==> src/hdl/fcl_pkg.sv <==
// Purpose: Constants and types for the flash command, ready and protection block
// Assumes: 16-bit word commands; low 12 word-address bits form the command offset
// Notes:
// Functional notes
// Erase suspend is one write of 00B0h
// Erase resume 0030h continues suspended sector erase
// Host limits accelerated operations to 50 per sector
// Host avoids simultaneous operations at high voltage
// Host waits 100 ms before accelerated erase
// Ready driven when any chip enable low
// Data bus driven only on enable plus OE
// First burst word only after ready rises
// Ready timing bit selects same or earlier cycle
// Asynchronous mode holds ready high while enabled
// Held reset pin aborts, tristates, clears config
// Host reissues operation interrupted by reset
// Write of 00F0h returns device to idle
// Software reset ignored during program or erase
// All sectors unlocked after power-up
// Lock sequence AAA/555 with 60h, then sector
// At most one sector unlocked after locking
// Low lock select bit locks every sector
// Unlock checked only at operation start
// Resume does not check the unlocked sector
// Unlock aimed at range sector locks all
// Suspend accepted only during sector erase
// Suspended sector reads return undefined data
// Range-protected sector stays locked regardless
// Bad lock sequence write abandons, state unchanged

package fcl_pkg;
    localparam logic [15:0] CMD_SUSPEND = 16'h00b0;
    localparam logic [15:0] CMD_RESUME = 16'h0030;
    localparam logic [15:0] CMD_RESET = 16'h00f0;
    localparam logic [15:0] CMD_LOCK = 16'h0060;
    localparam logic [15:0] CMD_ERASE_SETUP = 16'h0080;
    localparam logic [15:0] CMD_CHIP_ERASE = 16'h0010;
    localparam logic [15:0] CMD_PROGRAM = 16'h00a0;
    localparam logic [11:0] LOCK_OFS1 = 12'haaa;
    localparam logic [11:0] LOCK_OFS2 = 12'h555;
    localparam int LOCK_SEL_BIT = 6;
    localparam logic [15:0] SUSP_READ_DATA = 16'h0000;
    localparam int CLK_PERIOD_NS = 40;
    // APB map
    localparam logic [11:0] REG_CTRL = 12'h000;
    localparam logic [11:0] REG_STATUS = 12'h004;
    localparam int CTRL_RDY_TIMING = 0;
    localparam int CTRL_SYNC_MODE = 1;
    localparam logic [1:0] CTRL_RESET = 2'h0;
    localparam int STS_BUSY = 0;
    localparam int STS_SUSP = 1;
    localparam int STS_LOCK_MODE = 2;
    localparam int STS_UNLK_VALID = 3;
    localparam int STS_UNLK_LSB = 8;
    typedef enum logic [2:0] {
        ST_IDLE, ST_LK1, ST_LK2, ST_ERS_SETUP, ST_PRG_SETUP,
        ST_SECT_ERASE, ST_CHIP_ERASE, ST_SUSP
    } fcl_state_t;
    typedef enum logic {OP_NONE, OP_PROGRAM} fcl_sub_t;
endpackage : fcl_pkg

==> src/hdl/fcl_ctrl.sv <==
// Purpose: Command decode, ready/data pin control, reset and sector lock state
// Assumes: Flash pins and burst clock asynchronous to i_sys_clk; array data local
// Notes: Embedded algorithms modelled as fixed cycle counts
//
// Design decisions made here: the APB register port and the placing of the registers.

`timescale 1ns/1ps
`default_nettype none

module fcl_ctrl #(
    parameter int ADDR_W = 24,
    parameter int SECT_W = 8,
    parameter int BANK_W = 4,
    parameter int OP_CYCLES = 64,
    parameter int BURST_LATENCY = 4,
    parameter int RESET_PULSE_NS = 200
) (
    // Clock and reset
    input wire logic i_sys_clk,
    input wire logic i_srst,
    // Flash pins
    input wire logic i_ce1_n,
    input wire logic i_ce2_n,
    input wire logic i_oe_n,
    input wire logic i_we_n,
    input wire logic i_reset_n,
    input wire logic i_burst_clk,
    input wire logic i_accel_voltage_pin,
    input wire logic [ADDR_W-1:0] i_addr,
    input wire logic [15:0] i_data_bus,
    output logic [15:0] o_data_bus,
    output logic o_data_bus_oe,
    output logic o_rdy,
    output logic o_rdy_oe,
    // Array data and range protection
    input wire logic [15:0] i_array_rdata,
    input wire logic i_range_valid,
    input wire logic [SECT_W-1:0] i_range_lo,
    input wire logic [SECT_W-1:0] i_range_hi,
    output logic o_busy,
    // APB
    input wire logic i_psel,
    input wire logic i_penable,
    input wire logic i_pwrite,
    input wire logic [11:0] i_paddr,
    input wire logic [31:0] i_pwdata,
    output logic [31:0] o_prdata,
    output logic o_pready,
    output logic o_pslverr
);
    import fcl_pkg::*;

    localparam int PIN_W = 7 + ADDR_W + 16;
    localparam int RST_CYC_RAW = (RESET_PULSE_NS + CLK_PERIOD_NS - 1) / CLK_PERIOD_NS;
    localparam int RST_CYC = (RST_CYC_RAW < 1) ? 1 : RST_CYC_RAW;
    localparam logic [15:0] OP_CNT = 16'(OP_CYCLES);
    localparam logic [7:0] LAT = 8'(BURST_LATENCY);
    localparam logic [7:0] RST_CNT = 8'(RST_CYC);

    if (SECT_W < BANK_W || SECT_W > ADDR_W - 12 || OP_CYCLES < 2 || OP_CYCLES > 65535 ||
        BURST_LATENCY < 2 || BURST_LATENCY > 254 || RST_CYC > 254) begin : g_chk
        $error("fcl_ctrl: unsupported parameter values");
    end

    function automatic logic [SECT_W-1:0] sect_of(input logic [ADDR_W-1:0] a);
        sect_of = a[ADDR_W-1 -: SECT_W];
    endfunction : sect_of

    function automatic logic [BANK_W-1:0] bank_of(input logic [ADDR_W-1:0] a);
        bank_of = a[ADDR_W-1 -: BANK_W];
    endfunction : bank_of

    // Two-flop synchronisers for every pin
    logic [PIN_W-1:0] sync1_ff;
    logic [PIN_W-1:0] sync2_ff;
    logic we_prev_ff;
    logic bclk_prev_ff;
    always_ff @(posedge i_sys_clk) begin
        if (i_srst) begin
            sync1_ff <= '1;
            sync2_ff <= '1;
            we_prev_ff <= 1'b1;
            bclk_prev_ff <= 1'b1;
        end else begin
            sync1_ff <= {i_ce1_n, i_ce2_n, i_oe_n, i_we_n, i_reset_n, i_burst_clk,
                         i_accel_voltage_pin, i_addr, i_data_bus};
            sync2_ff <= sync1_ff;
            we_prev_ff <= sync2_ff[PIN_W-4];
            bclk_prev_ff <= sync2_ff[PIN_W-6];
        end
    end

    wire ce1_n_s = sync2_ff[PIN_W-1];
    wire ce2_n_s = sync2_ff[PIN_W-2];
    wire oe_n_s = sync2_ff[PIN_W-3];
    wire we_n_s = sync2_ff[PIN_W-4];
    wire rst_n_s = sync2_ff[PIN_W-5];
    wire bclk_s = sync2_ff[PIN_W-6];
    // Accelerated-voltage pin is only observed; its usage limits are the host's job
    wire accel_s = sync2_ff[PIN_W-7];
    wire [ADDR_W-1:0] addr_s = sync2_ff[16 +: ADDR_W];
    wire [15:0] wdata_s = sync2_ff[15:0];

    // Hardware reset pin: abort only once held for the minimum pulse
    logic [7:0] rst_cnt_ff;
    wire in_rst = !rst_n_s && (rst_cnt_ff >= RST_CNT);
    always_ff @(posedge i_sys_clk) begin
        if (i_srst || rst_n_s) rst_cnt_ff <= 8'h00;
        else if (!in_rst) rst_cnt_ff <= rst_cnt_ff + 8'h01;
    end

    wire ce_act = !ce1_n_s || !ce2_n_s;
    // Writes ignored while reset pin is low at all
    wire wr_evt = we_n_s && !we_prev_ff && ce_act && oe_n_s && rst_n_s;
    wire [11:0] ofs = addr_s[11:0];
    wire [SECT_W-1:0] wsect = sect_of(addr_s);
    wire lock_sel = addr_s[LOCK_SEL_BIT];

    // Command and protection state
    fcl_state_t state_ff, nxt_state;
    fcl_sub_t sub_ff, nxt_sub;
    logic lock_mode_ff, nxt_lock_mode;
    logic unlk_valid_ff, nxt_unlk_valid;
    logic [SECT_W-1:0] unlk_sect_ff, nxt_unlk_sect;
    logic [SECT_W-1:0] ers_sect_ff, nxt_ers_sect;
    logic [15:0] ers_cnt_ff, nxt_ers_cnt;
    logic [15:0] prg_cnt_ff, nxt_prg_cnt;

    wire in_range = i_range_valid && wsect >= i_range_lo && wsect <= i_range_hi;
    wire sect_ok = !in_range && (!lock_mode_ff ||
                   (unlk_valid_ff && unlk_sect_ff == wsect));
    wire chip_ok = !i_range_valid && (!lock_mode_ff ||
                   (unlk_valid_ff && unlk_sect_ff == '0));
    wire bank_hit = bank_of(addr_s) == ers_sect_ff[SECT_W-1 -: BANK_W];
    wire susp_view = state_ff == ST_SUSP || (sub_ff == OP_PROGRAM && state_ff != ST_IDLE &&
                     ers_cnt_ff != 16'h0000);

    always_comb begin
        nxt_state = state_ff;
        nxt_sub = sub_ff;
        nxt_lock_mode = lock_mode_ff;
        nxt_unlk_valid = unlk_valid_ff;
        nxt_unlk_sect = unlk_sect_ff;
        nxt_ers_sect = ers_sect_ff;
        nxt_ers_cnt = ers_cnt_ff;
        nxt_prg_cnt = prg_cnt_ff;
        case (state_ff)
            ST_IDLE: begin
                // Any other word, 00F0h included, leaves the device idle
                if (wr_evt && wdata_s == CMD_LOCK && ofs == LOCK_OFS1) nxt_state = ST_LK1;
                else if (wr_evt && wdata_s == CMD_ERASE_SETUP) nxt_state = ST_ERS_SETUP;
                else if (wr_evt && wdata_s == CMD_PROGRAM) nxt_state = ST_PRG_SETUP;
            end
            ST_LK1: begin
                if (wr_evt && wdata_s == CMD_LOCK && ofs == LOCK_OFS2) nxt_state = ST_LK2;
                else if (wr_evt) nxt_state = ST_IDLE;
            end
            ST_LK2: begin
                if (wr_evt) begin
                    nxt_state = ST_IDLE;
                    if (wdata_s == CMD_LOCK) begin
                        nxt_lock_mode = 1'b1;
                        if (!lock_sel || in_range) begin
                            nxt_unlk_valid = 1'b0;
                        end else begin
                            // Single slot: a new unlock relocks the previous one
                            nxt_unlk_valid = 1'b1;
                            nxt_unlk_sect = wsect;
                        end
                    end
                end
            end
            ST_ERS_SETUP: begin
                if (wr_evt) begin
                    nxt_state = ST_IDLE;
                    if (wdata_s == CMD_RESUME && sect_ok) begin
                        nxt_state = ST_SECT_ERASE;
                        nxt_ers_sect = wsect;
                        nxt_ers_cnt = OP_CNT;
                    end else if (wdata_s == CMD_CHIP_ERASE && chip_ok) begin
                        nxt_state = ST_CHIP_ERASE;
                        nxt_ers_cnt = OP_CNT;
                    end
                end
            end
            ST_PRG_SETUP: begin
                if (wr_evt) begin
                    nxt_state = (ers_cnt_ff != 16'h0000) ? ST_SUSP : ST_IDLE;
                    if (sect_ok && !(ers_cnt_ff != 16'h0000 && wsect == ers_sect_ff)) begin
                        nxt_state = ST_CHIP_ERASE;
                        nxt_sub = OP_PROGRAM;
                        nxt_prg_cnt = OP_CNT;
                    end
                end
            end
            ST_SECT_ERASE: begin
                nxt_ers_cnt = ers_cnt_ff - 16'h0001;
                if (ers_cnt_ff == 16'h0001) nxt_state = ST_IDLE;
                else if (wr_evt && wdata_s == CMD_SUSPEND && bank_hit) nxt_state = ST_SUSP;
            end
            ST_CHIP_ERASE: begin
                // Shared busy state: chip erase or program; all writes ignored here
                if (sub_ff == OP_PROGRAM) begin
                    nxt_prg_cnt = prg_cnt_ff - 16'h0001;
                    if (prg_cnt_ff == 16'h0001) begin
                        nxt_sub = OP_NONE;
                        nxt_state = (ers_cnt_ff != 16'h0000) ? ST_SUSP : ST_IDLE;
                    end
                end else begin
                    nxt_ers_cnt = ers_cnt_ff - 16'h0001;
                    if (ers_cnt_ff == 16'h0001) nxt_state = ST_IDLE;
                end
            end
            ST_SUSP: begin
                // No unlock check on resume; software reset ignored here too
                if (wr_evt && wdata_s == CMD_RESUME && bank_hit) nxt_state = ST_SECT_ERASE;
                else if (wr_evt && wdata_s == CMD_PROGRAM) nxt_state = ST_PRG_SETUP;
            end
            default: nxt_state = ST_IDLE;
        endcase
        if (in_rst) begin
            nxt_state = ST_IDLE;
            nxt_sub = OP_NONE;
            nxt_ers_cnt = 16'h0000;
            nxt_prg_cnt = 16'h0000;
        end
    end

    always_ff @(posedge i_sys_clk) begin
        if (i_srst) begin
            state_ff <= ST_IDLE;
            sub_ff <= OP_NONE;
            lock_mode_ff <= 1'b0;
            unlk_valid_ff <= 1'b0;
            unlk_sect_ff <= '0;
            ers_sect_ff <= '0;
            ers_cnt_ff <= 16'h0000;
            prg_cnt_ff <= 16'h0000;
        end else begin
            state_ff <= nxt_state;
            sub_ff <= nxt_sub;
            lock_mode_ff <= nxt_lock_mode;
            unlk_valid_ff <= nxt_unlk_valid;
            unlk_sect_ff <= nxt_unlk_sect;
            ers_sect_ff <= nxt_ers_sect;
            ers_cnt_ff <= nxt_ers_cnt;
            prg_cnt_ff <= nxt_prg_cnt;
        end
    end

    // Read path and ready handshake
    logic [1:0] ctrl_ff;
    logic [7:0] lat_cnt_ff;
    wire sync_mode = ctrl_ff[CTRL_SYNC_MODE];
    wire rd_act = ce_act && !oe_n_s && !in_rst;
    wire bclk_rise = bclk_s && !bclk_prev_ff;
    wire word_valid = lat_cnt_ff >= LAT;
    wire rdy_early = lat_cnt_ff >= LAT - 8'h01;
    wire nxt_rdy = !sync_mode ? 1'b1 :
                   (ctrl_ff[CTRL_RDY_TIMING] ? rdy_early : word_valid);
    wire [15:0] arr_word = (susp_view && sect_of(addr_s) == ers_sect_ff) ?
                           SUSP_READ_DATA : i_array_rdata;
    wire [15:0] nxt_data = (sync_mode && !word_valid) ? 16'h0000 : arr_word;

    always_ff @(posedge i_sys_clk) begin
        if (i_srst || !rd_act) lat_cnt_ff <= 8'h00;
        else if (bclk_rise && lat_cnt_ff != 8'hff) lat_cnt_ff <= lat_cnt_ff + 8'h01;
    end

    always_ff @(posedge i_sys_clk) begin
        if (i_srst) begin
            o_data_bus <= 16'h0000;
            o_data_bus_oe <= 1'b0;
            o_rdy <= 1'b0;
            o_rdy_oe <= 1'b0;
            o_busy <= 1'b0;
        end else begin
            o_data_bus <= rd_act ? nxt_data : 16'h0000;
            o_data_bus_oe <= rd_act;
            o_rdy <= ce_act && !in_rst && nxt_rdy;
            o_rdy_oe <= ce_act && !in_rst;
            o_busy <= nxt_state == ST_SECT_ERASE || nxt_state == ST_CHIP_ERASE;
        end
    end

    // APB slave: one wait state, registered answer
    wire apb_acc = i_psel && i_penable && !o_pready;
    wire hit_ctrl = i_paddr == REG_CTRL;
    wire hit_sts = i_paddr == REG_STATUS;
    wire [31:0] sts_word = 32'(unlk_sect_ff) << STS_UNLK_LSB |
                           32'(unlk_valid_ff) << STS_UNLK_VALID |
                           32'(lock_mode_ff) << STS_LOCK_MODE |
                           32'(susp_view) << STS_SUSP |
                           32'(o_busy) << STS_BUSY |
                           32'(accel_s) << 31;
    wire [31:0] rd_mux = hit_ctrl ? 32'(ctrl_ff) : (hit_sts ? sts_word : 32'h0000_0000);

    always_ff @(posedge i_sys_clk) begin
        if (i_srst) begin
            ctrl_ff <= CTRL_RESET;
            o_pready <= 1'b0;
            o_pslverr <= 1'b0;
            o_prdata <= 32'h0000_0000;
        end else begin
            o_pready <= apb_acc;
            o_pslverr <= apb_acc && !hit_ctrl && !hit_sts;
            o_prdata <= (apb_acc && !i_pwrite) ? rd_mux : 32'h0000_0000;
            if (in_rst) ctrl_ff <= CTRL_RESET;
            else if (apb_acc && i_pwrite && hit_ctrl) ctrl_ff <= i_pwdata[1:0];
        end
    end

    property p_rdy_drive;
        @(posedge i_sys_clk) disable iff (i_srst) (ce_act && !in_rst) |=> o_rdy_oe;
    endproperty
    a_rdy_drive: assert property (p_rdy_drive) else $error("ready not driven");
    property p_data_float;
        @(posedge i_sys_clk) disable iff (i_srst) (!ce_act || oe_n_s) |=> !o_data_bus_oe;
    endproperty
    a_data_float: assert property (p_data_float) else $error("data bus driven");
    property p_async_rdy;
        @(posedge i_sys_clk) disable iff (i_srst)
            (!sync_mode && ce_act && !in_rst) |=> o_rdy;
    endproperty
    a_async_rdy: assert property (p_async_rdy) else $error("async ready low");
    property p_burst_hold;
        @(posedge i_sys_clk) disable iff (i_srst)
            (rd_act && sync_mode && !word_valid) |=> (o_data_bus == 16'h0000);
    endproperty
    a_burst_hold: assert property (p_burst_hold) else $error("early burst word");
    property p_hw_reset;
        @(posedge i_sys_clk) disable iff (i_srst)
            in_rst |=> (state_ff == ST_IDLE && !o_rdy_oe && !o_data_bus_oe && ctrl_ff == 2'h0);
    endproperty
    a_hw_reset: assert property (p_hw_reset) else $error("reset not applied");
    property p_suspend;
        @(posedge i_sys_clk) disable iff (i_srst)
            (state_ff == ST_SECT_ERASE && wr_evt && wdata_s == CMD_SUSPEND && bank_hit &&
             ers_cnt_ff > 16'h0001 && !in_rst) |=> state_ff == ST_SUSP;
    endproperty
    a_suspend: assert property (p_suspend) else $error("suspend missed");
    property p_chip_nosusp;
        @(posedge i_sys_clk) disable iff (i_srst)
            (state_ff == ST_CHIP_ERASE && sub_ff == OP_NONE && wr_evt) |=> state_ff != ST_SUSP;
    endproperty
    a_chip_nosusp: assert property (p_chip_nosusp) else $error("chip erase suspended");
    property p_swrst_ignored;
        @(posedge i_sys_clk) disable iff (i_srst)
            (state_ff == ST_SECT_ERASE && wr_evt && wdata_s == CMD_RESET &&
             ers_cnt_ff > 16'h0001 && !in_rst) |=> state_ff == ST_SECT_ERASE;
    endproperty
    a_swrst_ignored: assert property (p_swrst_ignored) else $error("reset cut erase");
    property p_lock_all;
        @(posedge i_sys_clk) disable iff (i_srst)
            (state_ff == ST_LK2 && wr_evt && wdata_s == CMD_LOCK && !lock_sel && !in_rst)
            |=> (lock_mode_ff && !unlk_valid_ff);
    endproperty
    a_lock_all: assert property (p_lock_all) else $error("lock all failed");
    property p_bad_seq;
        @(posedge i_sys_clk) disable iff (i_srst)
            (state_ff == ST_LK1 && wr_evt && wdata_s != CMD_LOCK)
            |=> (state_ff == ST_IDLE && $stable(lock_mode_ff) && $stable(unlk_valid_ff));
    endproperty
    a_bad_seq: assert property (p_bad_seq) else $error("bad sequence kept");
endmodule : fcl_ctrl

`default_nettype wire

==> config.mk <==
export PLATFORM = sky130hd
export DESIGN_NAME = fcl_ctrl
export DESIGN_NICKNAME = d
export VERILOG_FILES = /design/src/hdl/fcl_pkg.sv /design/src/hdl/fcl_ctrl.sv
export SDC_FILE = /design/constraint.sdc
export NUM_CORES = 1
export LEC_CHECK = 0
export BUFFER_PORTS_ARGS = -buffer_cell sky130_fd_sc_hd__buf_2
export CORE_MARGIN = 4
export CORE_UTILIZATION = 54
export DETAILED_ROUTE_END_ITERATION = 8
export PLACE_DENSITY = 0.78
export SLEW_MARGIN = 0
export SYNTH_ARGS = -nofsm -noshare
export SYNTH_HDL_FRONTEND = slang
export SYNTH_SLANG_ARGS = --single-unit
==> constraint.sdc <==
create_clock -name i_sys_clk -period 3.68 [get_ports i_sys_clk]
set_input_delay 0.368 -clock i_sys_clk [delete_from_list [all_inputs] [get_ports i_sys_clk]]
set_output_delay 0.368 -clock i_sys_clk [all_outputs]
set_load 0.01 [all_outputs]
# After elaboration in Yosys (flattened, before gate mapping)
# Index checks and enable logic that the tools add are counted.
[op_classes]
reduce_logical = 84
bitwise_logic = 9
n_eq_ne = 30
add_sub_neg = 4
muxes = 38
order_cmp = 5
[op_table]
columns = ["op", "count"]
rows = [
  ["16-bit 2-to-1 mux", 7],
  ["3-bit 2-to-1 mux", 18],
  ["16-bit by 8-bit == test with 1-bit output (second input constant)", 3],
  ["16-bit one-hot mux with 3 select lines", 1],
  ["1-bit logical AND", 41],
  ["16-bit by 1-bit == test with 1-bit output (second input constant)", 2],
  ["16-bit by 32-bit bitwise OR with 32-bit output", 1],
  ["16-bit one-hot mux with 2 select lines", 1],
  ["16-bit by 1-bit subtractor with 16-bit output (second input constant)", 2],
  ["3-bit one-hot mux with 8 select lines", 1],
  ["3-bit == test (second input constant)", 6],
  ["1-bit zero test", 18],
  ["8-bit by 1-bit adder with 8-bit output (second input constant)", 2],
  ["16-bit by 5-bit == test with 1-bit output (second input constant)", 1],
  ["16-bit by 6-bit == test with 1-bit output (second input constant)", 1],
  ["16-bit by 7-bit == test with 1-bit output (second input constant)", 1],
  ["8-bit == test", 2],
  ["8-bit by 3-bit greater-or-equal comparator with 1-bit output (second input constant)", 2],
  ["16-bit by 1-bit bitwise OR with 16-bit output", 1],
  ["16-bit by 2-bit bitwise OR with 16-bit output", 1],
  ["16-bit by 3-bit bitwise OR with 16-bit output", 1],
  ["16-bit by 4-bit bitwise OR with 16-bit output", 1],
  ["16-bit nonzero test", 1],
  ["12-bit by 11-bit == test with 1-bit output (second input constant)", 1],
  ["other kinds (25)", 54],
]
[totals]
inputBits = 129
out_inout_bits = 54
word_cells = 194
reg_bits = 222

# Depth between registers and ports, before layout
[logic_depth]
ltp_word = 13
depth_mapped = 11
ltp_nobuf = 10

# Least setup slack after synthesis
# Ideal clock, no wire load.
[synth_timing]
path_kind = "register to register"
start = "register sync2_ff[32]"
end = "register prg_cnt_ff[4]"
arrival_ns = 2.514
required_ns = 3.552
setup_time_ns = 0.128
synth_period_minus_slack_ns = 2.642
setup_slack_ns = 1.038
n_path_buf = 1
stages_incl_launch_ff = 11
cell_sequence = "dfxtp_1 inv_1 ha_1 nand4_1 or2_0 a222oi_1 nor4b_4 buf_2 o211ai_1 xor2_1 nor2_1"
[synth_via]
elab_chain_len = 8
elab_cells_between_ends = 15
cone_classes = "order compare: 2; eq/ne: 3; reduce/logical: 10"
[synth_lines]
columns = ["item", "line", "source"]
rows = [
  ["from (decl)", "fcl_ctrl.sv:75", "logic [PIN_W-1:0] sync2_ff;"],
  ["from (signal assigned)", "fcl_ctrl.sv:87", "sync2_ff <= sync1_ff;"],
  ["8-bit greater-or-equal comparator", "fcl_ctrl.sv:129", "wire in_range = i_range_valid && wsect >= i_range_lo && wsect <= i_range_hi;"],
  ["1-bit logical AND (2 in a row)", "fcl_ctrl.sv:129", ""],
  ["1-bit zero test", "fcl_ctrl.sv:130", "wire sect_ok = !in_range && (!lock_mode_ff ||"],
  ["1-bit logical AND", "fcl_ctrl.sv:130", ""],
  ["1-bit logical AND (*)", "fcl_ctrl.sv:189", "if (sect_ok && !(ers_cnt_ff != 16'h0000 && wsect == ers_sect_ff)) begin"],
  ["2-bit inequality test (no line) (*)", "n/a", ""],
  ["4-bit AND reduction (no line) (*)", "n/a", ""],
  ["to (signal assigned)", "fcl_ctrl.sv:247", "prg_cnt_ff <= nxt_prg_cnt;"],
  ["to (decl)", "fcl_ctrl.sv:127", "logic [15:0] prg_cnt_ff, nxt_prg_cnt;"],
]
# Mark *: on every way between the ends. The rest lies on a longest branch, timed or not.
# A chain may end at the register's enable or synchronous reset.

# Final worst setup path
[layout_timing]
start = "register sync2_ff[32]"
end = "register prg_cnt_ff[12]"
# Same word-level chain as after synthesis.

==> results.md <==
- Status: finished, final reports clean
- Largest delay share family, worst path: simple AND/OR/NAND/NOR gates
- Last weighted congestion value of the routability-driven placer: 0.870
- Synth Instances: 837
- DRC violations left: 0
- Required @ worst endpoint: 3.98 ns
- Cell taking the most area after synthesis: dfxtp_1
- Kind of launch point of the worst setup path: flip-flop
- Count of flip-flops with a built-in enable after synthesis: 0
- TritonCTS clock tree: yes
- Clock latency at the later pin of the worst-skew pair: 0.42 ns
- PD cells: 456 nW/µm²
- Post-detailed-route via-to-cell ratio: 5.00
- Setup TNS: 0 ns
- Final number of hold-violating endpoints: 0
- Tot Pwr: 4.28 mW
- Count of max-cap constraint violations: 0
- Number of global-route vias before repair: 5455
- Number of optimization iterations in the first detailed-route pass: 4
- Largest net degree at the start of global routing: 110
- Initial standard-cell utilization of the core: 55.0%
- Top post-synthesis cells by area: dfxtp_1, or2_2, nor2_1
- Path category of the worst min-delay check: in -> reg
- Mean area per synthesized cell: 9.51 µm²
- Clock Tree Buf Depth: 2
- Die H: 129 µm
- Ys async rst share: 0%
- Wire length per cell: 12.8 µm
- Number of filler cells placed in the layout: 1235
- Clock Sinks: 195
- WS Path Type: reg -> reg
- First-pass GRT wire length: 24800 µm
- Row count: 44
- Iteration-0 DRC count of the detailed router: 260
- Ant. Diodes: 0
- VDD IR max: 0.333 mV
- Die Width: 129 µm
- Critical path buffer and inverter count: 3
- Final WL: 15000 µm
- Multi-input logic area: 3710 µm²
- Clock tree root buffer cell: clkbuf_16
- Final Cycle Share: 79.6%
- Post-synthesis to final-layout area growth: 17.9%
- Max Transition Viols Final: 0
- CTS Hold Bufs: 0
- Number of input and output port buffers inserted: 129
- Setup repair after global routing missed its margin: no
- Min Clock Period, post-route: 2.93 ns
- Post-synth top flop: dfxtp_1
- Number of register bits inferred by synthesis: 195
- I/O pins: 183
- Worst-path maximum fanout: 11
- Worst stage delay on the critical path: 0.59 ns
- Floorplan die area: 16700 µm²
- CTS clk-pin slew, worst paths: 0.07 ns
- Overall track demand over capacity in global routing: 18.3%
- Max stage delay cell, worst path: nor4b_4
- Endpoint type of the worst setup path: flip-flop
- Initial antenna violation count: 0
- Post-Route Skew: 0.00871 ns
- Worst path arrival time: 3.23 ns
- Share of Yosys cell area claimed by the top area cell type: 49.0%
- Final setup vio count: 0
- Relative max-transition margin: 44.4%
- Vias: 5845
- Critical Path Most Common Cell: buf_4
- Cell area after synthesis: 7960 µm²
- Cts bufs inserted: 17
- Layout Cell Area excl Fill: 9380 µm²
- Gr ovfl total: 0
- Leakage component of the power: 3.93 nW
- Post-place instance area: 8750 µm²
- Proportion of synthesized chip area in sequential cells: 49.0%
- Share of post-route cells with drive strength above 1: 28.0%
- Gates resized, CTS repair: 0
- DP HPWL: 11000 µm
- Transition at the pin with the smallest max-transition slack: 0.834 ns
- Synthesis warning total: 0
- Core Footprint: 14500 µm²
- Cell breakdown of the critical path: inv_1, ha_1, a31oi_1, nor2b_1, o31ai_1, a222oi_1, buf_4, nor4b_4, buf_4, o211ai_1, xnor2_1, nor2_1
- Post-detailed-route count of antenna-violating nets: 0
- Highest attainable clock frequency: 0.342 GHz
- Number of distinct standard cells referenced by the synthesized netlist: 64
- Fin nets: 1125
- Post-CTS Setup Bufs: 0
- Maximum level of the CTS H-tree: 4
- Area taken by flip-flops and latches: 3900 µm²
## metrics by stage
step	hold WS [ns]	worst slack, ns	util, %	std cells
6_report	0.121	0.752	64.8	1168
4_1_cts	0.0963	0.757	64.8	1168
5_1_grt	0.102	0.559	64.8	1168
2_1_floorplan	0.389	1.04	-	855
3_3_place_gp	0.392	0.714	60.4	1136
3_5_place_dp	0.392	0.667	60.4	1136
## worst register-to-register path, stage by stage, from the launching register on
cell      delay, ns
dfxtp_1        0.45
inv_1          0.12
ha_1           0.30
a31oi_1        0.16
nor2b_1        0.07
o31ai_1        0.20
a222oi_1       0.10
buf_4          0.18
nor4b_4        0.59
buf_4          0.27
o211ai_1       0.13
xnor2_1        0.19
nor2_1         0.05
## report_power, final
| group | leakage, nW | switching (mW) | total [mW] | internal (mW) |
|---|---|---|---|---|
| combinational | 2.04 | 0.0902 | 0.188 | 0.0974 |
| sequential | 1.59 | 0.0194 | 2.18 | 2.16 |
| clock | 0.303 | 0.805 | 1.91 | 1.11 |
| total | 3.93 | 0.915 | 4.28 | 3.36 |
## cell families (layout without fill, tap and decap cells)
family                     Yosys count  in the layout  synth area share (%)
xor gates and xnor gates            53             53                  5.83
other                                1             19                0.0471
muxes                               20             20                  2.51
DFF                                195            195                  49.0
buffers and inverters               87            216                  5.25
and+or+nand+nor                    373            373                  26.0
adders and majority gates           25             25                  3.93
AOI/OAI and AO/OA                   83             83                  7.36
## synthesized netlist by cell type, types with 5 or more instances
| library cell | instances |
|---|---|
| nor3_1 | 21 |
| buf_4 | 21 |
| nor2_1 | 107 |
| dfxtp_1 | 195 |
| o21ai_1 | 6 |
| nand2b_1 | 8 |
| and3_1 | 8 |
| o211ai_1 | 22 |
| and2_1 | 31 |
| nor2b_1 | 12 |
| xor2_1 | 28 |
| nand3_1 | 7 |
| inv_1 | 38 |
| ha_1 | 25 |
| or2_2 | 90 |
| o21ai_0 | 8 |
| nor4_1 | 15 |
| nand2_1 | 26 |
| clkbuf_1 | 20 |
| a21oi_1 | 18 |
| nand4_1 | 14 |
| mux2i_1 | 20 |
| nand3b_1 | 5 |
| xnor2_1 | 25 |
## final timing paths
kind / slack (ns) / start / end / depth (start not counted)
worst max-delay path: 0.75 / sync2_ff[32] / prg_cnt_ff[12] / 12
worst min-delay path: 0.12 / i_data_bus[0] / sync1_ff[0] / 2
worst max register to register: 0.75 / sync2_ff[32] / prg_cnt_ff[12] / 12
worst min register to register: 0.41 / sync1_ff[2] / sync2_ff[2] / 1
## layout by cell type, fill, tap and decap left out, types with 4 or more instances in the layout
| cell type | n |
|---|---|
| o211ai_1 | 22 |
| nor2_1 | 107 |
| nor4_1 | 15 |
| o21ai_1 | 6 |
| ha_1 | 25 |
| inv_6 | 4 |
| nor2b_1 | 12 |
| mux2i_1 | 20 |
| clkbuf_16 | 17 |
| or2_2 | 90 |
| or3_1 | 4 |
| a31oi_1 | 4 |
| buf_2 | 129 |
| a21oi_1 | 18 |
| nor3_1 | 21 |
| nand2b_1 | 8 |
| xnor2_1 | 25 |
| and3_1 | 8 |
| buf_4 | 15 |
| nand4_1 | 14 |
| dfxtp_1 | 195 |
| and2_1 | 31 |
| o21ai_0 | 8 |
| xor2_1 | 28 |
| nand3b_1 | 5 |
| inv_1 | 38 |
| conb_1 | 19 |
| nand2_1 | 26 |
| o2111ai_1 | 4 |
| nand3_1 | 7 |
## area by class of cell
| type | instances | area share (%) |
|---|---|---|
| multi-input cells | 573 | 39.5 |
| clock buffers | 18 | 4.68 |
| repair buffers | 144 | 8.08 |
| inverters | 40 | 1.60 |
| well taps | 184 | 2.45 |
| flip-flops and latches | 195 | 41.6 |
| clock inverters | 14 | 2.07 |
## flip-flops by register name, indices dropped and copies added, names as in the netlist, 2 cells and up
signal        count
sync1_ff         43
sync2_ff         43
o_prdata         13
state_ff          3
rst_cnt_ff        8
ers_cnt_ff       16
unlk_sect_ff      8
lat_cnt_ff        8
ers_sect_ff       8
o_data_bus       16
ctrl_ff           2
prg_cnt_ff       16
## metal layers
layer | part of all wire (%) | global-route usage [%] | routed length (µm)
met1 | 46 | 23.6 | 6860
met2 | 46 | 30.3 | 6940
met3 | 6.2 | 4.29 | 924
met4 | 1.6 | 6.11 | 232
met5 | 0 | 0 | 0
(Power assumes the default switching activity.)
